==> src/logic/sdl_status_pkg.sv <==
// Purpose: shared constants and carriers for the link status flag block
// Assumes: 100 MHz core clock
// Notes: flag bit positions per status type, group indices, timing
package sdl_status_pkg;

    // ****************************************
    // status type codes and groups
    // ****************************************
    localparam logic [7:0] TYPE_XFER = 8'h01;
    localparam logic [7:0] TYPE_EXC = 8'h02;
    localparam logic [7:0] TYPE_REC = 8'h04;
    localparam logic [7:0] TYPE_FUNC = 8'h08;
    localparam logic [7:0] TYPE_UNR = 8'h0C;
    localparam int GROUPS = 5;
    localparam logic [2:0] G_XFER = 3'h0;
    localparam logic [2:0] G_EXC = 3'h1;
    localparam logic [2:0] G_REC = 3'h2;
    localparam logic [2:0] G_FUNC = 3'h3;
    localparam logic [2:0] G_UNR = 3'h4;
    // interlocked bits and defined bits per group
    localparam logic [7:0] ILK_MASK [GROUPS] = '{8'hF6, 8'hFE, 8'h20, 8'h02, 8'h00};
    localparam logic [7:0] USED_MASK [GROUPS] = '{8'hF7, 8'hFF, 8'h2F, 8'hF3, 8'hE4};

    // ****************************************
    // flag bit positions
    // ****************************************
    localparam int B_ILK = 0;
    localparam int B_WR_CONF = 1;
    localparam int B_WR_LIST = 2;
    localparam int B_COUNT_ZERO = 4;
    localparam int B_RD_AVAIL = 5;
    localparam int B_EMPTY_I = 6;
    localparam int B_RD_TRUNC = 7;
    localparam int B_RX_LOCK = 1;
    localparam int B_ALT_OVR = 2;
    localparam int B_CTL_OVR = 3;
    localparam int B_TX_UNDR = 5;
    localparam int B_FN_DONE = 1;
    localparam int B_QUIESCE = 4;
    localparam int B_CARRIER = 5;
    localparam int B_LOOPWIRE = 6;
    localparam int B_BAD_FUNC = 7;
    localparam int B_DSR_ERR = 2;
    localparam int B_MCHK = 5;
    localparam int B_WR_FAIL = 6;
    localparam int B_HW_BAD = 7;

    // ****************************************
    // timing
    // ****************************************
    localparam longint unsigned CLK_PERIOD_NS = 64'd10;
    localparam longint unsigned WRITE_FAIL_TIME_MS = 64'd8200;
    localparam int unsigned WRITE_FAIL_CYCLES =
        32'(WRITE_FAIL_TIME_MS * 64'd1000000 / CLK_PERIOD_NS);

    // ****************************************
    // carriers
    // ****************************************
    typedef struct packed {
        logic wr_msg_confirmed;
        logic wr_list_complete;
        logic rd_msg_ok;
        logic empty_iframe;
        logic rd_truncated;
        logic rx_lockout;
        logic alt_buf_overrun;
        logic ctl_buf_overrun;
        logic tx_underrun;
        logic func_done;
        logic quiesced;
        logic loop_wire_err;
        logic bad_func_code;
        logic machine_check;
        logic hw_status_bad;
        logic [7:1] ext_set;
        logic [7:0] ext_detail;
    } sdl_events_t;

    typedef struct packed {
        logic [7:0] type_code;
        logic [7:0] flags;
        logic [7:0] ext;
    } sdl_report_t;

endpackage

==> src/logic/sdl_status_flags.sv <==
// Purpose: sticky status flag groups, reported per status type code
// Assumes: event inputs from core_clk logic; modem pins asynchronous
// Notes: a report read clears that group; a same-cycle event survives
`timescale 1ns/1ps
module sdl_status_flags
    import sdl_status_pkg::*;
#(
    parameter int unsigned WRITE_FAIL_LIMIT = WRITE_FAIL_CYCLES,
    parameter int COUNT_W = 16
)
(
    input wire logic core_clk,
    input wire logic rst,
    input sdl_events_t events,
    input wire logic [COUNT_W-1:0] buffer_count_word,
    input wire logic tx_mode,
    input wire logic char_sent,
    input wire logic dsr_pin,
    input wire logic dsr_required,
    input wire logic rlsd_pin,
    input wire logic carrier_watch,
    input wire logic host_rd_req,
    input wire logic [7:0] host_type_code,
    output logic host_rd_ack,
    output sdl_report_t report,
    output logic [GROUPS-1:0] status_pending
);

    // ****************************************
    // decode helpers
    // ****************************************
    function automatic logic [3:0] type_to_group(input logic [7:0] code);
        logic [3:0] r;
        r = 4'h0;
        if (code == TYPE_XFER)
            r = {1'b1, G_XFER};
        else if (code == TYPE_EXC)
            r = {1'b1, G_EXC};
        else if (code == TYPE_REC)
            r = {1'b1, G_REC};
        else if (code == TYPE_FUNC)
            r = {1'b1, G_FUNC};
        else if (code == TYPE_UNR)
            r = {1'b1, G_UNR};
        return r;
    endfunction

    function automatic logic [7:0] used_mask(input int g);
        return USED_MASK[g];
    endfunction

    // ****************************************
    // modem pin synchronisers
    // ****************************************
    logic [2:0] dsr_sync_reg;
    logic [2:0] dsr_sync_next;
    logic [2:0] rlsd_sync_reg;
    logic [2:0] rlsd_sync_next;
    logic dsr_drop;
    logic carrier_loss;

    always_comb
    begin
        dsr_sync_next = {dsr_sync_reg[1:0], dsr_pin};
        rlsd_sync_next = {rlsd_sync_reg[1:0], rlsd_pin};
    end

    always_ff @(posedge core_clk or posedge rst)
    begin
        if (rst)
        begin
            dsr_sync_reg <= 3'h0;
            rlsd_sync_reg <= 3'h0;
        end
        else
        begin
            dsr_sync_reg <= dsr_sync_next;
            rlsd_sync_reg <= rlsd_sync_next;
        end
    end

    assign dsr_drop = dsr_sync_reg[2] && !dsr_sync_reg[1] && dsr_required;
    assign carrier_loss = rlsd_sync_reg[2] && !rlsd_sync_reg[1] && carrier_watch;

    // ****************************************
    // buffer count zero detect and watchdog
    // ****************************************
    logic [COUNT_W-1:0] count_prev_reg;
    logic [COUNT_W-1:0] count_prev_next;
    logic count_zero;
    logic wr_fail;
    always_comb
    begin
        count_prev_next = buffer_count_word;
    end
    always_ff @(posedge core_clk or posedge rst)
    begin
        if (rst)
            count_prev_reg <= '0;
        else
            count_prev_reg <= count_prev_next;
    end
    assign count_zero = (buffer_count_word == '0) && (count_prev_reg != '0);

    sdl_tx_watchdog #(
        .LIMIT(WRITE_FAIL_LIMIT)
    ) u_watchdog (
        .core_clk(core_clk),
        .rst(rst),
        .tx_mode(tx_mode),
        .char_sent(char_sent),
        .timeout_pulse(wr_fail)
    );

    // ****************************************
    // event to flag set vectors
    // ****************************************
    logic [7:0] set_raw [GROUPS];
    logic [7:0] set_full [GROUPS];

    always_comb
    begin
        for (int g = 0; g < GROUPS; g++)
            set_raw[g] = 8'h00;
        set_raw[G_XFER][B_WR_CONF] = events.wr_msg_confirmed;
        set_raw[G_XFER][B_WR_LIST] = events.wr_list_complete;
        set_raw[G_XFER][B_COUNT_ZERO] = count_zero;
        set_raw[G_XFER][B_RD_AVAIL] = events.rd_msg_ok;
        set_raw[G_XFER][B_EMPTY_I] = events.empty_iframe;
        set_raw[G_XFER][B_RD_TRUNC] = events.rd_truncated;
        set_raw[G_EXC][7:1] = events.ext_set;
        set_raw[G_REC][B_RX_LOCK] = events.rx_lockout;
        set_raw[G_REC][B_ALT_OVR] = events.alt_buf_overrun;
        set_raw[G_REC][B_CTL_OVR] = events.ctl_buf_overrun;
        set_raw[G_REC][B_TX_UNDR] = events.tx_underrun;
        set_raw[G_FUNC][B_FN_DONE] = events.func_done;
        set_raw[G_FUNC][B_QUIESCE] = events.quiesced;
        set_raw[G_FUNC][B_CARRIER] = carrier_loss;
        set_raw[G_FUNC][B_LOOPWIRE] = events.loop_wire_err;
        set_raw[G_FUNC][B_BAD_FUNC] = events.bad_func_code;
        set_raw[G_UNR][B_DSR_ERR] = dsr_drop;
        set_raw[G_UNR][B_MCHK] = events.machine_check;
        set_raw[G_UNR][B_WR_FAIL] = wr_fail;
        set_raw[G_UNR][B_HW_BAD] = events.hw_status_bad;
        for (int g = 0; g < GROUPS; g++)
        begin
            set_full[g] = set_raw[g] & used_mask(g);
            if ((set_raw[g] & ILK_MASK[g]) != 8'h00)
                set_full[g][B_ILK] = 1'b1;
        end
    end

    // ****************************************
    // read handshake state
    // ****************************************
    typedef enum logic [1:0] {
        ST_IDLE = 2'b01,
        ST_ANS = 2'b10
    } sdl_rd_state_t;

    sdl_rd_state_t state_reg;
    sdl_rd_state_t state_next;
    logic [3:0] rd_grp;
    logic rd_take;

    assign rd_grp = type_to_group(host_type_code);
    assign rd_take = (state_reg == ST_IDLE) && host_rd_req;

    // ****************************************
    // sticky flags and report
    // ****************************************
    logic [7:0] flags_reg [GROUPS];
    logic [7:0] flags_next [GROUPS];
    logic [7:0] ext_reg;
    logic [7:0] ext_next;
    sdl_report_t report_reg;
    sdl_report_t report_next;

    always_comb
    begin
        state_next = state_reg;
        report_next = report_reg;
        ext_next = ext_reg;
        for (int g = 0; g < GROUPS; g++)
            flags_next[g] = flags_reg[g];
        case (state_reg)
            ST_IDLE:
            begin
                if (host_rd_req)
                begin
                    state_next = ST_ANS;
                    report_next.type_code = host_type_code;
                    report_next.flags = 8'h00;
                    report_next.ext = 8'h00;
                    if (rd_grp[3])
                    begin
                        report_next.flags = flags_reg[rd_grp[2:0]];
                        flags_next[rd_grp[2:0]] = 8'h00;
                        if (rd_grp[2:0] == G_EXC)
                        begin
                            report_next.ext = ext_reg;
                            ext_next = 8'h00;
                        end
                    end
                end
            end
            ST_ANS:
                state_next = ST_IDLE;
            default:
                state_next = ST_IDLE;
        endcase
        // set wins over the read clear
        for (int g = 0; g < GROUPS; g++)
            flags_next[g] = flags_next[g] | set_full[g];
        if (events.ext_set != 7'h00)
            ext_next = ext_next | events.ext_detail;
    end

    always_ff @(posedge core_clk or posedge rst)
    begin
        if (rst)
        begin
            state_reg <= ST_IDLE;
            ext_reg <= 8'h00;
            report_reg <= '0;
            for (int g = 0; g < GROUPS; g++)
                flags_reg[g] <= 8'h00;
        end
        else
        begin
            state_reg <= state_next;
            ext_reg <= ext_next;
            report_reg <= report_next;
            for (int g = 0; g < GROUPS; g++)
                flags_reg[g] <= flags_next[g];
        end
    end

    assign host_rd_ack = (state_reg == ST_ANS);
    assign report = report_reg;

    generate
        for (genvar gi = 0; gi < GROUPS; gi++)
        begin : g_pend
            assign status_pending[gi] = (flags_reg[gi] != 8'h00);

        end
    endgenerate
endmodule // sdl_status_flags

==> src/logic/sdl_tx_watchdog.sv <==
// Purpose: transmit watchdog, no character sent within the limit
// Assumes: tx_mode and char_sent from logic on core_clk
// Notes: one pulse per silent interval
`timescale 1ns/1ps
module sdl_tx_watchdog
    import sdl_status_pkg::*;
#(
    parameter int unsigned LIMIT = WRITE_FAIL_CYCLES,
    parameter int CW = $clog2(LIMIT + 1)
)
(
    input wire logic core_clk,
    input wire logic rst,
    input wire logic tx_mode,
    input wire logic char_sent,
    output logic timeout_pulse
);

    // ****************************************
    // silence counter
    // ****************************************
    logic [CW-1:0] cnt_reg;
    logic [CW-1:0] cnt_next;
    logic fire_reg;
    logic fire_next;

    always_comb
    begin
        cnt_next = cnt_reg;
        fire_next = 1'b0;
        if (!tx_mode || char_sent)
        begin
            cnt_next = '0;
        end
        else if (cnt_reg != CW'(LIMIT))
        begin
            cnt_next = cnt_reg + CW'(1);
            fire_next = (cnt_next == CW'(LIMIT));
        end
    end

    always_ff @(posedge core_clk or posedge rst)
    begin
        if (rst)
        begin
            cnt_reg <= '0;
            fire_reg <= 1'b0;
        end
        else
        begin
            cnt_reg <= cnt_next;
            fire_reg <= fire_next;
        end
    end

    assign timeout_pulse = fire_reg;
endmodule // sdl_tx_watchdog

==> config.mk <==
export PLATFORM = sky130hd
export DESIGN_NAME = sdl_status_flags
export DESIGN_NICKNAME = d
export VERILOG_FILES = /design/src/logic/sdl_status_pkg.sv /design/src/logic/sdl_status_flags.sv /design/src/logic/sdl_tx_watchdog.sv
export SDC_FILE = /design/constraint.sdc
export NUM_CORES = 1
export LEC_CHECK = 0
export BUFFER_PORTS_ARGS = -buffer_cell sky130_fd_sc_hd__buf_2
export CAP_MARGIN = 10
export CORE_ASPECT_RATIO = 2
export CORE_UTILIZATION = 40
export DETAILED_ROUTE_END_ITERATION = 8
export PLACE_DENSITY = 0.64
export SLEW_MARGIN = 20
export SYNTH_ARGS = -nofsm -noshare
export SYNTH_HDL_FRONTEND = slang
export SYNTH_SLANG_ARGS = --single-unit
==> constraint.sdc <==
create_clock -name core_clk -period 11.1 [get_ports core_clk]
set_input_delay 0.555 -clock core_clk [delete_from_list [all_inputs] [get_ports core_clk]]
set_output_delay 0.555 -clock core_clk [all_outputs]
set_load 0.01 [all_outputs]
## After elaboration in Yosys (flattened, before gate mapping)

Index checks and enable logic that the tools add are counted.

- Output and inout bits: 30
- Logic and storage cells: 90
- Flip-flop bits (word level): 127

- Muxes and demuxes: 30
- Order comparisons: 2
- Reduce and logical (&&, ||, !) cells: 22
- Bitwise gates (word level): 9
- Eq/ne operators: 11
- Add/subtract/negate cells: 1

Operator list:

| cell | count |
|---|---|
| 40-bit 2-to-1 mux | 3 |
| 8-bit 2-to-1 mux | 9 |
| 30-bit 2-to-1 mux | 2 |
| 8-bit nonzero test | 7 |
| 40-bit bitwise AND | 1 |
| 40-bit NOT | 1 |
| 8-bit bitwise OR | 5 |
| 30-bit by 1-bit adder with 30-bit output (second input constant) | 1 |
| 30-bit == test (second input constant) | 1 |
| 30-bit inequality test (second input constant) | 1 |
| 8-bit binary-select mux with 3-bit select | 1 |
| 8-bit demux with 3-bit select | 1 |
| 4-bit 2-to-1 mux | 5 |
| 8-bit by 4-bit == test with 1-bit output (second input constant) | 2 |
| 16-bit zero test | 1 |
| 16-bit 2-to-1 mux | 1 |
| 16-bit nonzero test | 1 |
| 8-bit by 1-bit == test with 1-bit output (second input constant) | 1 |
| 8-bit by 2-bit == test with 1-bit output (second input constant) | 1 |
| 8-bit by 3-bit == test with 1-bit output (second input constant) | 1 |
| 8-bit by 6-bit bitwise OR with 8-bit output | 1 |
| 7-bit nonzero test | 1 |
| 1-bit logical AND | 6 |
| 1-bit 2-to-1 mux | 6 |
| 12 further kinds | 15 |

## Depth between registers and ports, before layout

Gate-level depths: netlist of the first run.

- Word-level depth: 17
- Mapped depth: 9
- Depth with buffers taken out: 8

## Hierarchy

A second synthesis of the first run with hierarchy kept.

- Cells, all modules: 539
- Area total of the unflattened synthesis: 5819.3 sq um

By module, submodules not included:

| module | cells an instance | area each (sq um) | times used |
|---|---|---|---|
| sdl_status_flags | 292 | 3768.6 | 1 |
| sdl_tx_watchdog | 247 | 2050.7 | 1 |

## Least setup slack after synthesis of the first run

OpenSTA, ideal clock, no wires.

- Kind: in2reg
- Start: input host_type_code[5]
- End: register report_reg, in the netlist report[14]
- Setup slack: 8.530 ns
- Arrival time: 2.444 ns
- Required time: 10.974 ns
- Cell stages on the path: 6
- Setup time: 0.126 ns
- Cells stage by stage: or4_4 > nor4_1 > buf_2 > mux2_2 > a22o_1 > a221o_1

- Word-level cells in the longest chain between the ends: 11

Ends and longest elaborated chain:

| what | line | text |
|---|---|---|
| from (decl) | sdl_status_flags.sv:23 | `input wire logic [7:0] host_type_code,` |
| 8-bit by 4-bit == test with 1-bit output | sdl_status_flags.sv:43 | `else if (code == TYPE_UNR)` |
| 4-bit 2-to-1 mux | sdl_status_flags.sv:43 |  |
| 4-bit 2-to-1 mux | sdl_status_flags.sv:41 | `else if (code == TYPE_FUNC)` |
| 4-bit 2-to-1 mux | sdl_status_flags.sv:39 | `else if (code == TYPE_REC)` |
| 4-bit 2-to-1 mux | sdl_status_flags.sv:37 | `else if (code == TYPE_EXC)` |
| 4-bit 2-to-1 mux * | sdl_status_flags.sv:35 | `if (code == TYPE_XFER)` |
| 3-bit NOT with 4-bit output (implied by the code) | sdl_status_flags.sv:197 | `report_next.flags = flags_reg[rd_grp[2:0]];` |
| 8-bit binary-select mux with 3-bit select | sdl_status_flags.sv:197 |  |
| 8-bit 2-to-1 mux (implied by the code) (2 in a row) | sdl_status_flags.sv:197 |  |
| 16-bit 2-to-1 mux * | sdl_status_flags.sv:195 | `if (rd_grp[3])` |
| to (signal assigned) | sdl_status_flags.sv:233 | `report_reg <= report_next;` |
| to (decl) | sdl_status_flags.sv:176 | `sdl_report_t report_reg;` |

Mark *: on every way between the ends. The rest lies on a longest branch, timed or not. The select of a mux whose other input is x is not followed.
A chain may end at the register's enable or synchronous reset.

==> reports/metrics.csv, run 1 <==
stage;metric;value;unit
outcome;result of the run;completed;
setup_path;worst-path maximum fanout;27;
sta;Final TNS setup;0;ns
clocking;Clock Tree Root;clkbuf_16;
clocking;clock slew at reported path FFs;0.06;ns
floorplan;Ports;93;
global_routing;maximum number of pins on one net before global-route repair;88;
min_path;hold crit path type;in2async;
synthesis;synthesis-stage register bit count;127;
setup_path;Worst EP required;11.40;ns
floorplan;number of core rows;61;
cells_and_area;Layout Utilization;49.32;%
floorplan;overall die area;14890;um2
clocking;Max clock buf depth;2;
floorplan;Chip Width;86.78;um
synthesis;Seq/Total Area, Yosys;55.29;%
synthesis;adder-cell area share of the yosys netlist;0.6527;%
global_routing;number of global-route vias before repair;4502;
synthesis;nets in the synthesized netlist;603;
clocking;total number of clock tree sinks;127;
route;Post-DRT Antenna Nets;0;
place;Final Wtd Congestion;0.9491;
sta;Final Hold Slack;0.1782;ns
pwr;VDD IR-drop max;96.81;uV
sta;final worst slack;8.056;ns
global_routing;global-route met2 utilization;36.97;%
sta;worst-case clock skew;0.006593;ns
route;detailed-route DRC error count;0;
synthesis;dominant combinational cell family by area after synthesis;simple AND/OR/NAND/NOR gates;
route;average routed wire per standard cell;16.57;um
route;First DRT Iteration DRCs;188;
cells_and_area;sequential cell area;3179;um2
floorplan;vertical die dimension;171.6;um
clocking;CTS tree;built;
cells_and_area;Area Growth Syn to Fin;19.80;%
flow_run;number of max-capacitance violations reported;0;
sta;final hold viol count;0;
route;total detailed-routing wirelength;13.54;mm
global_routing;aggregate global routing overflow;0;
clocking;H-tree levels;4;
sta;timing-limited maximum frequency;328.5;MHz
synthesis;leading register cell type out of synthesis;dfrtp_1;
setup_path;startpoint of the most critical setup path;state_reg[0];
pwr;power per unit of standard cell area;156.1;nW/um2
pwr;cell leakage power;2.925;nW
clocking;number of hold buffers added after cts;0;
synthesis;cell count after synthesis;537;
synthesis;top cells by area in the synthesized netlist;dfrtp_1 (55%), nand2_1 (4.0%), a21o_1 (3.7%);
setup_path;R2R cell count;5;
synthesis;count of cell types in the netlist;61;
clocking;CTS-repair resized insts;0;
global_routing;first-pass GRT wire length;21.80;mm
sta;worst slew slack as a fraction of its limit;40.67;%
sta;final setup violating endpoints;0;
place;count of input and output buffers;92;
clocking;post-CTS setup repair buffer count;0;
clocking;insertion delay to the later sink of the worst-skew pair;0.41;ns
synthesis;cell taking the most area after synthesis;dfrtp_1;
setup_path;R2R setup slack;8.06;ns
synthesis;mean instance size in the synthesized netlist;10.71;um2
sta;RSZ-0062 raised after global routing;false;
cells_and_area;Net count, final;681;
route;mean number of vias per cell;5.312;
sta;pins over their slew limit;0;
synthesis;area fraction in compound gates after synthesis;11.18;%
cells_and_area;fraction of layout instances using a drive strength above 1;23.25;%
setup_path;launch instance of the worst register-to-register path;state_reg[0];
clocking;clock buffer count from CTS;17;
cells_and_area;count of inserted antenna diode cells;0;
route;number of detailed-route iterations in the first pass;5;
cells_and_area;Fill cells;1325;
synthesis;count of flip-flops with a built-in enable after synthesis;0;
sta;Worst Max-Slew Pin Slew;0.8826;ns
place;HPWL Detailed;10.32;mm
floorplan;core footprint;13970;um2
setup_path;type of origin of the critical path;register;
setup_path;Critical Setup Path Class;reg2reg;
cells_and_area;multi-input logic area;2382;um2
sta;final period utilization;27.43;%
synthesis;ys async rst share;100.0;%
global_routing;gr busiest metal;met2;
cells_and_area;flip-flop count of the largest register, all copies and words added;40;
synthesis;cell area after synthesis;5751;um2
setup_path;kind of end point of the critical path;register;
sta;final period demand of the worst path;3.044;ns
floorplan;starting utilization of the core area;41.17;%
synthesis;xor-xnor portion of the synthesized cell area;4.569;%
synthesis;share of the synthesized area in the top cell type;54.83;%
synthesis;simple-gate portion of the synthesized area;21.37;%
global_routing;met1 track demand over resource in global routing;18.36;%
global_routing;combined global-route utilization of all metal layers;19.54;%
global_routing;met3 demand-to-capacity share in global routing;3.743;%
setup_path;end point of the critical path;flags_reg[5];
place;setup slack at placement;7.953;ns
synthesis;synthesis warning total;0;
setup_path;Arrival @ worst endpoint;3.35;ns
setup_path;reg-to-reg critical path endpoint;flags_reg[5];
synthesis;mux cell area share after synthesis;3.547;%
route;via count;4340;
global_routing;antenna violations before repair;0;
==> logic make-up (layout without fill, tap and decap cells) <==
kind of cell,after synthesis,count (layout)
flops,127,127
xor+xnor,30,30
fa+ha+maj,3,3
simple gates,227,227
compound gates,88,88
mux,20,20
buf+inv,42,133
==> area by class of cell <==
type                    instances  area share, %
well taps                     189          3.433
flip-flops and latches        127          46.15
inverters                       7         0.4177
repair buffers                 94          6.956
clock buffers                  18          6.375
multi-input cells             368          34.58
clock inverters                14          2.089
==> through the flow <==
step / instance area (um2) / power [mW] / cells
finish: 6889 / 1.075 / 817
global route: 6889 / 1.121 / 817
CTS: 6885 / 1.091 / 817
detailed placement: 6302 / 0.5449 / 785
global placement: 6302 / 0.5432 / 785
floorplan: 5751 / 0.5168 / 537
==> cell usage in the layout (no fill, tap or decap), drive strengths merged, types with 4 or more instances in the layout <==
cell type	synthesis	final
dfrtp	126	126
buf	16	94
nand2	63	63
nor2	44	44
a21o	28	28
nor4	28	28
clkbuf	19	18
a22o	17	17
mux2i	17	17
nand3	17	17
nand4	17	17
inv	6	16
xnor2	15	15
xor2	15	15
and2	12	12
o21ai	12	12
a21oi	11	11
nor3	8	8
a22oi	8	8
and4	6	6
and3	6	6
or4	5	5
nand2b	4	4
or3	4	4
==> synthesized netlist by cell type, drive strengths merged (8+ instances only) <==
cell type  count
nor3           8
a21oi         11
nor4          28
xor2          15
a21o          28
o21ai         12
dfrtp        126
nor2          44
and2          12
a22oi          8
clkbuf        19
buf           16
mux2i         17
xnor2         15
nand3         17
a22o          17
nand4         17
nand2         63
==> how the worst min path moves through the flow <==
stage / from / to / slack [ns]
after detailed placement: rlsd_sync_reg[0] / rlsd_sync_reg[1] / 0.34
after global routing: rst / count_prev_reg[7] / 0.20
after CTS: rst / ext_reg[7] / 0.18
after global placement: dsr_sync_reg[0] / dsr_sync_reg[1] / 0.33
after floorplan: dsr_sync_reg[0] / dsr_sync_reg[1] / 0.33
final: rst / count_prev_reg[7] / 0.18
==> critical path, stage by stage (launching register included) <==
cell	delay, ns
dfstp_2	0.52
and3b_1	0.47
clkinv_1	0.74
a211oi_2	0.66
nand2b_1	0.30
a21o_1	0.24
==> layer usage <==
layer / up-vias / wire, um
met4: 0 / 754
met2: 119 / 7835
met5: - / 0
met3: 51 / 501
met1: 2092 / 4447
li1: 2078 / -
==> power breakdown <==
part	leakage [nW]	internal, mW	switching [mW]
clock network	0.282	0.322	0.218
logic	1.13	0.0194	0.0346
registers	1.52	0.476	0.00557
total	2.92	0.817	0.258
Power figures use the tool's default switching activity.
==> run 2: changes to the inputs <==
Clock period 11.1 ns to 2.85 ns, I/O delays scaled along.
==> reports/metrics.csv, run 2 (synthesis results as in run 1) <==
stage;metric;value;unit;change
sta;worst-case clock skew;0.009466;ns;+0.002874 ns
clocking;post-CTS setup repair buffer count;0;;unchanged
clocking;total number of clock tree sinks;127;;unchanged
route;First DRT Iteration DRCs;202;;+7.4%
setup_path;critical path buffer and inverter count;2;;+1
clocking;clock buffer count from CTS;17;;unchanged
place;HPWL Detailed;11.29;mm;+9.4%
setup_path;ordered list of cells on the worst path;dlygate4sd3_1, buf_2, or4_4, or4_1, a21oi_2, nor2_1, a21oi_1, o21ai_0;;
global_routing;antenna violations before repair;0;;unchanged
route;detailed-route DRC error count;0;;unchanged
global_routing;number of global-route vias before repair;4907;;+9.0%
sta;RSZ-0062 raised after global routing;false;;
setup_path;delay-heaviest family, CP;simple AND/OR/NAND/NOR gates;;
setup_path;kind of end point of the critical path;register;;
clocking;Max clock buf depth;2;;unchanged
cells_and_area;Area Growth Syn to Fin;31.61;%;
route;mean number of vias per cell;5.402;;+1.7%
pwr;Comb power frac;6.8;%;+1.8 points
flow_run;number of max-capacitance violations reported;0;;unchanged
global_routing;combined global-route utilization of all metal layers;21.63;%;+2.1 points
pwr;power per unit of standard cell area;561.5;nW/um2;+260%
clocking;number of hold buffers added after cts;55;;+55
pwr;VDD IR-drop max;441.4;uV;+360%
cells_and_area;most common cell after layout, fill and taps aside;dfrtp_1;;
setup_path;cell type of the slowest stage on the worst timing path;or4_1;;
cells_and_area;Layout Utilization;54.19;%;+4.9 points
floorplan;starting utilization of the core area;41.17;%;unchanged
global_routing;first-pass GRT wire length;24.31;mm;+12%
sta;Worst Max-Slew Pin Slew;0.9019;ns;+0.01931 ns
floorplan;Ports;93;;unchanged
route;total detailed-routing wirelength;15.46;mm;+14%
place;placed cells;804;;+2.4%
pwr;Sequential Power Share;44.1;%;-0.6 points
sta;pins over their slew limit;0;;unchanged
pwr;Clock power frac;49.1;%;-1.1 points
clocking;Clock Tree Root;clkbuf_16;;
clocking;CTS-repair resized insts;0;;unchanged
setup_path;worst-path maximum fanout;11;;-59%
sta;final setup violating endpoints;0;;unchanged
floorplan;overall die area;14890;um2;unchanged
min_path;hold crit path type;in2reg;;
clocking;clock slew at reported path FFs;0.06;ns;about the same
sta;final period utilization;95.61;%;
route;via count;4813;;+11%
cells_and_area;Finished Layout Cells;891;;+9.1%
sta;final hold viol count;0;;unchanged
setup_path;Arrival @ worst endpoint;3.01;ns;-0.34 ns
cells_and_area;Net count, final;755;;+11%
route;number of detailed-route iterations in the first pass;5;;unchanged
sta;Final TNS setup;0;ns;unchanged
clocking;H-tree levels;4;;unchanged
global_routing;aggregate global routing overflow;0;;unchanged
setup_path;Worst EP required;3.13;ns;-8.27 ns
cells_and_area;commonest cells after routing, fill and taps aside;dfrtp_1 (126), buf_2 (92), nand2_1 (62), dlygate4sd3_1 (55), nor2_1 (44);;
setup_path;largest stage delay on the critical path;0.66;ns;-0.08 ns
cells_and_area;count of inserted antenna diode cells;0;;unchanged
pwr;net switching power;1.037;mW;+300%
route;Post-DRT Antenna Nets;0;;unchanged
floorplan;core footprint;13970;um2;unchanged
sta;Final Hold Slack;0.01753;ns;-0.1607 ns
sta;worst slew slack as a fraction of its limit;39.74;%;-0.92 points
place;count of input and output buffers;92;;unchanged
pwr;cell leakage power;3.245;nW;+11%
pwr;total power consumption of the routed design;4.249;mW;+300%
pwr;switching portion of total power;24.40;%;+0.37 points
place;Final Wtd Congestion;0.9866;;+4.0%
clocking;CTS tree;built;;
route;average routed wire per standard cell;17.35;um;+4.7%
floorplan;number of core rows;61;;unchanged
pwr;cell-internal power;3.213;mW;+290%
sta;timing-limited maximum frequency;367.0;MHz;
outcome;result of the run;completed;;
cells_and_area;fraction of layout instances using a drive strength above 1;23.50;%;+0.26 points
floorplan;Chip Width;86.78;um;unchanged
setup_path;type of origin of the critical path;input port;;
global_routing;maximum number of pins on one net before global-route repair;46;;-48%
floorplan;vertical die dimension;171.6;um;unchanged
setup_path;Critical Setup Path Class;in2reg;;
clocking;insertion delay to the later sink of the worst-skew pair;0.41;ns;about the same
cells_and_area;flip-flop count of the largest register, all copies and words added;40;;unchanged
sta;final period demand of the worst path;2.725;ns;
[run 2: worst paths after layout]
kind,from,to,slack (ns),depth (start not counted)
max in group asynchronous,rst,u_watchdog.cnt_reg[29],1.59,4
worst max-delay path,host_type_code[5],report[11],0.13,8
min in group asynchronous,rst,flags_reg[13],0.47,3
worst min register to register,dsr_sync_reg[0],dsr_sync_reg[1],0.36,0
worst max register to register,u_watchdog.cnt_reg[10],u_watchdog.timeout_pulse,0.46,6
worst min-delay path,host_type_code[0],report[16],0.02,3
[run 2: area by class of cell]
type	count	area, um2
Tap cell	189	236.5
Clock buffer	17	425.4
Sequential cell	127	3179
Fill cell	1211	6399
Multi-Input combinational cell	368	2382
Timing Repair Buffer	168	1169
Clock inverter	15	146.4
Inverter	7	30.03
[run 2: worst min-delay path: stages]
cell and delay [ns]:
buf_2 0.14, nand2_1 0.06, nand2_1 0.04
[run 2: power groups by stage]
| stage | clock network (mW) | registers [mW] | logic, mW |
|---|---|---|---|
| finish | 2.09 | 1.87 | 0.289 |
| global route | 2.21 | 1.88 | 0.319 |
| CTS | 2.14 | 1.87 | 0.290 |
| detailed placement | 0 | 1.91 | 0.231 |
| global placement | 0 | 1.90 | 0.225 |
| floorplan | 0 | 1.92 | 0.0954 |
[run 2: stage by stage]
step | area [um2] | worst slack, ns
global route | 7569 | 0.006230
finish | 7569 | 0.1250
floorplan | 5754 | 0.3876
detailed placement | 6446 | 0.2656
CTS | 7569 | 0.1598
global placement | 6446 | 0.3728
[run 2: routing by layer]
layer / part of all wire, % / track usage [%] / wire [um]
met5: 0 / 0 / 0
met4: 5.9 / 14.71 / 906
met3: 3.8 / 3.887 / 595
met2: 57 / 41.25 / 8767
met1: 34 / 20.13 / 5186
==> run 3: changes to the inputs <==
Settings changed: CORE_UTILIZATION 40 to 55, PLACE_DENSITY 0.64 to 0.82.
==> reports/metrics.csv, run 3 (synthesis results as in run 1) <==
stage;metric;value;unit;change
floorplan;number of core rows;52;;-15%
pwr;Sequential Power Share;44.5;%;+0.4 points
clocking;CTS tree;built;;
cells_and_area;flip-flop count of the largest register, all copies and words added;40;;unchanged
floorplan;vertical die dimension;146.6;um;-15%
setup_path;Arrival @ worst endpoint;2.97;ns;-0.04 ns
clocking;clock slew at reported path FFs;0.06;ns;about the same
cells_and_area;most common cell after layout, fill and taps aside;dfrtp_1;;
sta;final setup violating endpoints;0;;unchanged
sta;RSZ-0062 raised after global routing;false;;
setup_path;Critical Setup Path Class;in2reg;;
floorplan;Chip Width;74.31;um;-14%
global_routing;combined global-route utilization of all metal layers;31.34;%;+9.7 points
route;average routed wire per standard cell;19.39;um;+12%
setup_path;Worst EP required;3.15;ns;+0.02 ns
pwr;net switching power;1.024;mW;-1.3%
route;mean number of vias per cell;5.906;;+9.3%
route;total detailed-routing wirelength;16.04;mm;+3.8%
cells_and_area;Fill cells;672;;-45%
pwr;power per unit of standard cell area;567.6;nW/um2;+1.1%
cells_and_area;count of inserted antenna diode cells;0;;unchanged
place;cell area reported after detailed placement;6316;um2;-2.0%
sta;final period utilization;93.83;%;-1.8 points
pwr;switching portion of total power;24.25;%;-0.15 points
sta;Final Hold Slack;0.02352;ns;+0.005995 ns
floorplan;core footprint;10150;um2;-27%
cells_and_area;Area Growth Syn to Fin;29.31;%;
clocking;Max clock buf depth;2;;unchanged
pwr;VDD IR-drop max;462.6;uV;+4.8%
clocking;clock buffer count from CTS;17;;unchanged
setup_path;kind of end point of the critical path;register;;
sta;final hold viol count;0;;unchanged
route;Post-DRT Antenna Nets;0;;unchanged
floorplan;overall die area;10890;um2;-27%
pwr;Clock power frac;48.5;%;-0.6 points
clocking;H-tree levels;4;;unchanged
clocking;insertion delay to the later sink of the worst-skew pair;0.41;ns;about the same
global_routing;antenna violations before repair;0;;unchanged
route;First DRT Iteration DRCs;365;;+81%
route;detailed-route DRC error count;0;;unchanged
setup_path;worst-path maximum fanout;7;;-4
floorplan;Ports;93;;unchanged
global_routing;maximum number of pins on one net before global-route repair;69;;+50%
setup_path;ordered list of cells on the worst path;dlygate4sd3_1, buf_2, or4_4, nor4_2, buf_4, mux2i_1, a22oi_1, nand2_1, o21ai_1;;
setup_path;R2R cell count;6;;unchanged
global_routing;first-pass GRT wire length;25.03;mm;+3.0%
clocking;post-CTS setup repair buffer count;0;;unchanged
place;count of input and output buffers;92;;unchanged
place;Final Wtd Congestion;1.033;;+4.7%
min_path;hold crit path type;in2reg;;
cells_and_area;commonest cells after routing, fill and taps aside;dfrtp_1 (126), buf_2 (92), nand2_1 (62), dlygate4sd3_1 (55), nor2_1 (44);;
setup_path;cell type of the slowest stage on the worst timing path;or4_4;;
floorplan;starting utilization of the core area;56.66;%;+15 points
sta;worst slew slack as a fraction of its limit;47.69;%;+7.9 points
min_path;cell count of the worst hold path;3;;unchanged
pwr;cell leakage power;3.186;nW;-1.8%
sta;timing-limited maximum frequency;374.0;MHz;+1.9%
global_routing;aggregate global routing overflow;0;;unchanged
outcome;result of the run;completed;;
route;via count;4884;;+1.5%
pwr;Comb power frac;7.0;%;+0.2 points
cells_and_area;fraction of layout instances using a drive strength above 1;22.25;%;-1.2 points
setup_path;type of origin of the critical path;input port;;
cells_and_area;Net count, final;745;;-1.3%
sta;worst-case clock skew;0.006603;ns;-0.002863 ns
sta;final period demand of the worst path;2.674;ns;-0.05084 ns
setup_path;largest stage delay on the critical path;0.58;ns;-0.08 ns
place;HPWL Detailed;10.17;mm;-9.9%
clocking;Clock Tree Root;clkbuf_16;;
sta;Final TNS setup;0;ns;unchanged
flow_run;number of max-capacitance violations reported;0;;unchanged
cells_and_area;Post-Layout Inst Area;7436;um2;-1.8%
sta;Worst Max-Slew Pin Slew;0.7830;ns;-0.1189 ns
global_routing;number of global-route vias before repair;5176;;+5.5%
clocking;total number of clock tree sinks;127;;unchanged
pwr;cell-internal power;3.197;mW;-0.48%
route;number of detailed-route iterations in the first pass;5;;unchanged
sta;pins over their slew limit;0;;unchanged
==> run 3: changes by cell type in the layout (fill, tap and decap cells not counted), sizes merged <==
cell / change
clkbuf: +1
clkinv: +1
buf: -10
clkinvlp: +2
inv: -4
==> run 3: worst paths after layout <==
check | startpoint | endpoint | slack [ns]
max | host_type_code[5] | report[8] | 0.18
min | host_type_code[1] | report[17] | 0.02
max reg2reg | u_watchdog.cnt_reg[8] | u_watchdog.timeout_pulse | 0.36
min reg2reg | dsr_sync_reg[0] | dsr_sync_reg[1] | 0.35
max in group asynchronous | rst | flags_reg[29] | 1.65
min in group asynchronous | rst | dsr_sync_reg[1] | 0.41
==> run 3: area by class of cell <==
cell class | count | area, um2 | share of cell area [%]
Clock buffer | 18 | 429.2 | 5.772
Clock inverter | 14 | 132.6 | 1.784
Inverter | 7 | 30.03 | 0.4038
Multi-Input combinational cell | 368 | 2390 | 32.14
Sequential cell | 127 | 3179 | 42.76
Tap cell | 135 | 168.9 | 2.272
Timing Repair Buffer | 158 | 1106 | 14.87
==> run 3: critical path, delay by kind of cell <==
family	cells	cell delay, ns
AND/OR/NAND/NOR	3	1.21
buffers and inverters	3	0.98
multiplexers	1	0.41
AO/OA/AOI/OAI	2	0.22
==> run 3: power groups by stage <==
| stage | clock network (mW) | logic (mW) | registers [mW] |
|---|---|---|---|
| 6_report | 2.05 | 0.294 | 1.88 |
| 3_5_place_dp | 0 | 0.223 | 1.91 |
| 4_1_cts | 2.07 | 0.286 | 1.88 |
| 2_1_floorplan | 0 | 0.0954 | 1.92 |
| 5_1_grt | 2.16 | 0.322 | 1.88 |
| 3_3_place_gp | 0 | 0.218 | 1.90 |
==> run 3: what timing repair did <==
item,in CTS,in global routing
endpoints found under the hold margin,91,0
resized for setup,0,1
hold buffers,55,0
setup endpoints to repair,0,7
==> run 3: metrics by stage <==
step           power, mW  worst slack, ns  instances  util [%]
3_5_place_dp       2.130           0.3004        740     62.23
5_1_grt            4.368          0.08632        827     73.26
2_1_floorplan      2.013           0.3876        537         -
4_1_cts            4.229           0.1196        827     73.19
3_3_place_gp       2.122           0.3651        740     62.23
6_report           4.221           0.1759        827     73.26
==> run 3: layer usage <==
layer / GRT usage (%) / share of wire [%]
met3: 8.282 / 4.8
met2: 57.18 / 55
met1: 28.56 / 33
met5: 0 / 0
met4: 20.75 / 7.2
